## src/verilog/rbc_pkg.sv

```systemverilog
package rbc_pkg;

   localparam int unsigned CLK_MHZ       = 200;
   // power-on hold after supplies settle, in ms as printed
   localparam int unsigned POR_HOLD_MS   = 200;
   localparam longint unsigned POR_HOLD_CYC =
      longint'(POR_HOLD_MS) * 1000 * CLK_MHZ;

   localparam logic [2:0]  CFG_EXT_MEM   = 3'h3;
   localparam logic [2:0]  CFG_ASYNC_BOOT = 3'h0;
   localparam logic [2:0]  CFG_CAN_BOOT   = 3'h1;
   localparam logic [2:0]  CFG_SYNC_BOOT  = 3'h2;

   localparam logic [31:0] PC_EXT_MEM    = 32'ha000_0000;
   localparam logic [31:0] PC_LOADER     = 32'hd400_0000;
   localparam logic [31:0] PC_RESET_VAL  = 32'h0000_0000;

   localparam logic [23:0] CFG_WORD_ADDR = 24'h00_0004;
   // default timing for the blind read: slowest, widest-margin setting
   localparam logic [15:0] BTC_DEFAULT   = 16'hffff;
   localparam logic [15:0] BTC_RESET_VAL = 16'hffff;
   // timing-related bits of the fetched word
   localparam int unsigned BTC_FIELD_LSB = 0;
   localparam int unsigned BTC_FIELD_W   = 16;

   typedef enum logic [2:0] {
      RBC_MODE_ASYNC,
      RBC_MODE_CAN,
      RBC_MODE_SYNC,
      RBC_MODE_EXT,
      RBC_MODE_OTHER
   } rbc_mode_t;

   typedef struct packed {
      logic [2:0] hw_boot_config;
      logic       break_input;
      logic       test_select_pin;
   } rbc_straps_t;

   typedef struct packed {
      logic        req;
      logic [23:0] addr;
      logic [15:0] timing;
   } rbc_rd_req_t;

   typedef struct packed {
      logic        valid;
      logic [31:0] data;
   } rbc_rd_rsp_t;

endpackage
```

## src/verilog/rbc_loader.sv

```systemverilog
`timescale 1ns/1ps
module rbc_loader #(
   parameter longint unsigned POR_HOLD = rbc_pkg::POR_HOLD_CYC
) (
   input  wire logic                 i_clk_sys,
   input  wire logic                 i_rst_b,
   input  wire logic                 i_supply_good,
   input  wire logic                 i_alt_boot_n,
   input  wire rbc_pkg::rbc_straps_t i_std_straps,
   input  wire rbc_pkg::rbc_straps_t i_alt_straps,
   input  wire logic                 i_sw_boot_en,
   input  wire rbc_pkg::rbc_straps_t i_sw_straps,
   output rbc_pkg::rbc_rd_req_t      o_rd_req,
   input  wire rbc_pkg::rbc_rd_rsp_t i_rd_rsp,
   input  wire logic [3:0]           i_chip_select_n,
   input  wire logic [3:0]           i_comb_join,
   output logic                      o_combined_chip_select_n,
   output logic                      o_power_on_reset_n,
   output rbc_pkg::rbc_straps_t      o_boot_straps,
   output rbc_pkg::rbc_mode_t        o_boot_mode,
   output logic [15:0]               o_bus_timing_config_zero,
   output logic [31:0]               o_start_pc,
   output logic                      o_start_valid
);
   import rbc_pkg::*;

   typedef enum logic [2:0] {
      ST_POR_HOLD,
      ST_CAPTURE,
      ST_FETCH,
      ST_WAIT,
      ST_RUN
   } rbc_state_t;

   function automatic rbc_mode_t decode_mode(input logic [2:0] cfg);
      case (cfg)
         CFG_ASYNC_BOOT: decode_mode = RBC_MODE_ASYNC;
         CFG_CAN_BOOT:   decode_mode = RBC_MODE_CAN;
         CFG_SYNC_BOOT:  decode_mode = RBC_MODE_SYNC;
         CFG_EXT_MEM:    decode_mode = RBC_MODE_EXT;
         default:        decode_mode = RBC_MODE_OTHER;
      endcase
   endfunction

   // pins are asynchronous to the core clock
   logic        supply_s1_reg;
   logic        supply_s2_reg;
   logic        alt_s1_reg;
   logic        alt_s2_reg;
   rbc_straps_t std_s1_reg;
   rbc_straps_t std_s2_reg;
   rbc_straps_t alt_str_s1_reg;
   rbc_straps_t alt_str_s2_reg;
   logic [3:0]  cs_s1_reg;
   logic [3:0]  cs_s2_reg;

   rbc_state_t      state_reg;
   rbc_state_t      state_next;
   logic [31:0]     hold_cnt_reg;
   logic            por_n_reg;
   rbc_straps_t     straps_reg;
   rbc_mode_t       mode_reg;
   logic [15:0]     btc_reg;
   logic [31:0]     pc_reg;
   logic            start_reg;
   logic            req_reg;

   wire rbc_straps_t pin_sel;
   wire rbc_straps_t eff_sel;
   wire rbc_mode_t   sel_mode;
   wire logic        hold_done;
   wire logic [3:0]  cs_joined;

   assign pin_sel   = alt_s2_reg ? std_s2_reg : alt_str_s2_reg;
   assign eff_sel   = i_sw_boot_en ? i_sw_straps : pin_sel;
   assign sel_mode  = decode_mode(eff_sel.hw_boot_config);
   assign hold_done = 64'(hold_cnt_reg) >= (POR_HOLD - 64'd1);
   assign cs_joined = cs_s2_reg | ~i_comb_join;

   always_ff @(posedge i_clk_sys) begin
      supply_s1_reg  <= i_supply_good;
      supply_s2_reg  <= supply_s1_reg;
      alt_s1_reg     <= i_alt_boot_n;
      alt_s2_reg     <= alt_s1_reg;
      std_s1_reg     <= i_std_straps;
      std_s2_reg     <= std_s1_reg;
      alt_str_s1_reg <= i_alt_straps;
      alt_str_s2_reg <= alt_str_s1_reg;
      cs_s1_reg      <= i_chip_select_n;
      cs_s2_reg      <= cs_s1_reg;
   end

   always_comb begin
      state_next = state_reg;
      case (state_reg)
         ST_POR_HOLD: begin
            if (supply_s2_reg && hold_done) begin
               state_next = ST_CAPTURE;
            end
         end
         ST_CAPTURE: begin
            state_next = (sel_mode == RBC_MODE_EXT) ? ST_FETCH : ST_RUN;
         end
         ST_FETCH: begin
            state_next = ST_WAIT;
         end
         ST_WAIT: begin
            if (i_rd_rsp.valid) begin
               state_next = ST_RUN;
            end
         end
         ST_RUN: begin
            state_next = ST_RUN;
         end
         default: begin
            state_next = ST_POR_HOLD;
         end
      endcase
   end

   always_ff @(posedge i_clk_sys) begin
      if (!i_rst_b) begin
         state_reg <= ST_POR_HOLD;
      end else if (!supply_s2_reg) begin
         state_reg <= ST_POR_HOLD;
      end else begin
         state_reg <= state_next;
      end
   end

   // hold counter restarts whenever supplies drop
   always_ff @(posedge i_clk_sys) begin
      if (!i_rst_b || !supply_s2_reg) begin
         hold_cnt_reg <= '0;
      end else if (state_reg == ST_POR_HOLD && !hold_done) begin
         hold_cnt_reg <= hold_cnt_reg + 32'h1;
      end
   end

   always_ff @(posedge i_clk_sys) begin
      if (!i_rst_b || !supply_s2_reg) begin
         por_n_reg <= 1'b0;
      end else if (state_reg == ST_POR_HOLD && hold_done) begin
         por_n_reg <= 1'b1;
      end
   end

   // captured exactly once at release; later pin changes are ignored
   always_ff @(posedge i_clk_sys) begin
      if (!i_rst_b) begin
         straps_reg <= '0;
         mode_reg   <= RBC_MODE_OTHER;
      end else if (state_reg == ST_CAPTURE) begin
         straps_reg <= eff_sel;
         mode_reg   <= sel_mode;
      end
   end

   always_ff @(posedge i_clk_sys) begin
      if (!i_rst_b) begin
         req_reg <= 1'b0;
      end else begin
         req_reg <= (state_next == ST_FETCH);
      end
   end

   always_ff @(posedge i_clk_sys) begin
      if (!i_rst_b) begin
         btc_reg <= BTC_RESET_VAL;
      end else if (state_reg == ST_WAIT && i_rd_rsp.valid) begin
         btc_reg <= i_rd_rsp.data[BTC_FIELD_LSB +: BTC_FIELD_W];
      end
   end

   always_ff @(posedge i_clk_sys) begin
      if (!i_rst_b) begin
         pc_reg    <= PC_RESET_VAL;
         start_reg <= 1'b0;
      end else if (state_reg == ST_CAPTURE && sel_mode != RBC_MODE_EXT) begin
         // unknown codes fall back to the loader entry point
         pc_reg    <= PC_LOADER;
         start_reg <= 1'b1;
      end else if (state_reg == ST_WAIT && i_rd_rsp.valid) begin
         pc_reg    <= PC_EXT_MEM;
         start_reg <= 1'b1;
      end
   end

   assign o_rd_req.req    = req_reg;
   assign o_rd_req.addr   = CFG_WORD_ADDR;
   assign o_rd_req.timing = BTC_DEFAULT;

   assign o_combined_chip_select_n = &cs_joined;
   assign o_power_on_reset_n       = por_n_reg;
   assign o_boot_straps            = straps_reg;
   assign o_boot_mode              = mode_reg;
   assign o_bus_timing_config_zero = btc_reg;
   assign o_start_pc               = pc_reg;
   assign o_start_valid            = start_reg;

endmodule // rbc_loader

```

## config.mk

```make
export PLATFORM = sky130hd
export DESIGN_NAME = rbc_loader
export DESIGN_NICKNAME = d
export VERILOG_FILES = /design/src/verilog/rbc_pkg.sv /design/src/verilog/rbc_loader.sv
export SDC_FILE = /design/constraint.sdc
export NUM_CORES = 1
export LEC_CHECK = 0
export BUFFER_PORTS_ARGS = -buffer_cell sky130_fd_sc_hd__buf_2
export CORE_ASPECT_RATIO = 1.75
export CORE_MARGIN = 4
export CORE_UTILIZATION = 45
export DETAILED_ROUTE_END_ITERATION = 8
export GPL_TIMING_DRIVEN = 0
export PLACE_DENSITY = 0.74
export SLEW_MARGIN = 0
export SYNTH_ARGS = -nofsm -noshare
export SYNTH_HDL_FRONTEND = slang
export SYNTH_SLANG_ARGS = --single-unit
```

## constraint.sdc

```tcl
create_clock -name i_clk_sys -period 4.1 [get_ports i_clk_sys]
set_clock_uncertainty 0.2 [all_clocks]
set_input_delay 0.615 -clock i_clk_sys [delete_from_list [all_inputs] [get_ports i_clk_sys]]
set_output_delay 0.615 -clock i_clk_sys [all_outputs]
set_load 0.02 [all_outputs]
```

==> impl_metrics.csv <==
group,metric,value,unit
run_status,outcome,"completed",
timing,maxSlewViolCount,0,
setup_path,crit_buf_inv,3,
route,drc,0,
synth,yosysTopAreaCellShare,0.4636,
cts,clockBufferDepth,2,
cts,clkSlewWorstSetupHoldPaths,0.07,ns
global_routing,grt_pass1_wl,14980,um
timing,fmax,364.2,MHz
floorplanning,pin_count,161,
timing,finalCriticalPeriod,2.746,ns
floorplanning,row_count,46,
global_routing,first_global_vias,3434,
cts,cts_tree,"yes",
final_layout,final_common_cell,"dfxtp_1",
final_layout,drive_gt1_frac,0.2812,
setup_path,cp-end-kind,"register",
setup_path,path_max_fanout,10,
cts,post_cts_resized,0,
pwr,powerDensity,367.3,nW/um^2
floorplanning,start_util,0.4606,
final_layout,multi_input_area,1819,sq um
synth,ys_top_cells_by_area,"dfxtp_1 46%, buf_4 13%, nand2_1 6.5%",
setup_path,startpoint_type,"register",
setup_path,path_cells,"a211oi_1 -> a211oi_1 -> or2_0 -> clkbuf_1 -> buf_2 -> buf_2 -> o31ai_1 -> a21oi_1",
timing,slew_headroom,0.3603,
pwr,ir_drop,312.0,uV
timing,rsz0062_at_grt,"no",
route,ant_nets,0,
timing,hold_violations,0,
setup_path,cp_slowest_stage_delay,0.64,ns
min_path,worstHoldPathType,"register to register",
synth,synth-seq-area-share,0.4636,
synth,yosys.area.top_type,"dfxtp_1",
run,cap_violations,0,
global_routing,antenna_found_initial,0,
synth,synth_cell_types,50,
timing,whs,0.1271,ns
synth,syn_avg_cell_area,8.913,sq um
route,drt_iter0_drc,231,
synth,yosys_most_used_dff,"dfxtp_1",
route,vias,3691,
route,first_pass_iters,5,
synth,synth-async-reset-ratio,0,
setup_path,cp.arrival,2.82,ns
final_layout,area_delta_synth_final,25.18,%
global_routing,overflow,0,
setup_path,path_delay_family,"compound AO/OA/AOI/OAI gates",
pwr,power_leakage,2.422,nW
timing,setup_tns,0,ns
cts,cts_buffers,9,
final_layout,largest_register_ffs,32,
placement,place.gp.congestion,0.8561,
timing,finalCritPeriodShare,0.6697,
synth,synthCells,470,
route,wirelength,9424,um
timing,fin_ws,1.354,ns
route,wl_per_cell,12.63,um
timing,setup_viol,0,
placement,port_buffers,75,
cts,post_cts_buffers,0,
setup_path,crit_required,4.17,ns
final_layout,diodes,0,
cts,cts_sinks,97,
synth,ys_ff_latch,97,
setup_path,cp_slowest_cell,"a211oi_1",
final_layout,nFillCells,804,
cts,htree_num_levels,3,
setup_path,path_class,"register to register",
global_routing,track_usage,0.1720,
final_layout,regArea,1942,sq um
floorplanning,core_area,9094,sq um
synth,synth-edff-count,0,
route,viasPerCell,4.948,
synth,synthesis.area,4189,sq um
placement,dp_hpwl,7200,um
timing,worst_slew_pin_slew,0.9574,ns
placement,preCtsSetupSlack,1.416,ns
floorplanning,dieArea,10980,sq um
floorplanning,chipHeight,135.6,um
floorplanning,dieWidth,80.94,um
cts,hold_buffers,0,
final_layout,final_cell_mix,"97 x dfxtp_1, 81 x buf_2, 72 x nand2_1, 70 x buf_4, 67 x conb_1",
cts,clk_latency,0.34,ns
final_layout,nNetsFinal,683,
global_routing,grt_max_degree,19,
cts,root_buffer,"clkbuf_16",
synth,yosys_warnings,0,
## report_power, final
group | switching (W) | internal [W] | total (W)
clock | 0.000375 | 0.000426 | 0.000802
sequential | 0.00000579 | 0.000959 | 0.000965
combinational | 0.0000909 | 0.0000679 | 0.000159
## Yosys cell counts (all sizes together), types with 3 or more instances
library cell and count:
a211oi 5, a21boi 5, a21oi 18, and2 4, and3 10, buf 79
clkbuf 18, dfxtp 97, inv 6, mux2i 6, nand2 72, nand3 29
nand3b 4, nand4 11, nor2 10, nor3 9, nor3b 4, nor4 5
o211ai 6, o21a 5, o21ai 9, o31ai 13, o41ai 3, or4 16
## routing by layer
metal,vias up,part of all wire,track usage
li1,1823,-,-
met1,1671,0.34,0.1655
met2,178,0.54,0.3230
met3,19,0.10,0.05792
met4,0,0.023,0.06955
met5,-,0,0
## stage by stage
step | total power [W] | util | cells | instance area, sq um
after detailed placement | 0.001142 | 0.5453 | 730 | 4959
final | 0.001926 | 0.5766 | 746 | 5244
after floorplan | 0.001113 | - | 535 | 4433
after CTS | 0.001941 | 0.5766 | 746 | 5244
after global routing | 0.002007 | 0.5766 | 746 | 5244
after global placement | 0.001140 | 0.5453 | 730 | 4959
## final cells by class
class                           count  share of cell area
Sequential cell                    97              0.3703
Multi-Input combinational cell    335              0.3469
Buffer                             97              0.1238
Timing Repair Buffer               75             0.07158
Clock buffer                       10             0.04367
Tap cell                          120             0.02863
Clock inverter                      6             0.01074
Inverter                            6            0.004295
## path summary, 6_finish.rpt
| path | slack (ns) | from | endpoint | depth (start not counted) |
|---|---|---|---|---|
| setup / recovery | 1.35 | hold_cnt_reg[16] | hold_cnt_reg[1] | 8 |
| hold / removal | 0.13 | std_s1_reg[4] | std_s2_reg[4] | 0 |
| setup reg to reg | 1.35 | hold_cnt_reg[16] | hold_cnt_reg[1] | 8 |
| hold reg to reg | 0.13 | std_s1_reg[4] | std_s2_reg[4] | 0 |
## cell families (layout without fill, tap and decap cells)
group                    after synthesis  after routing  share of synthesized area
other                                  2             67                   0.001793
buffers and inverters                103            194                     0.1604
flip-flops                            97             97                     0.4636
AND/OR/NAND/NOR                      188            188                     0.2390
multiplexers                           7              7                    0.01703
adder cells (fa/ha/maj)                1              1                   0.002986
AO/OA/AOI/OAI                         72             72                     0.1153
No activity file was read; power rests on OpenSTA's default activity.
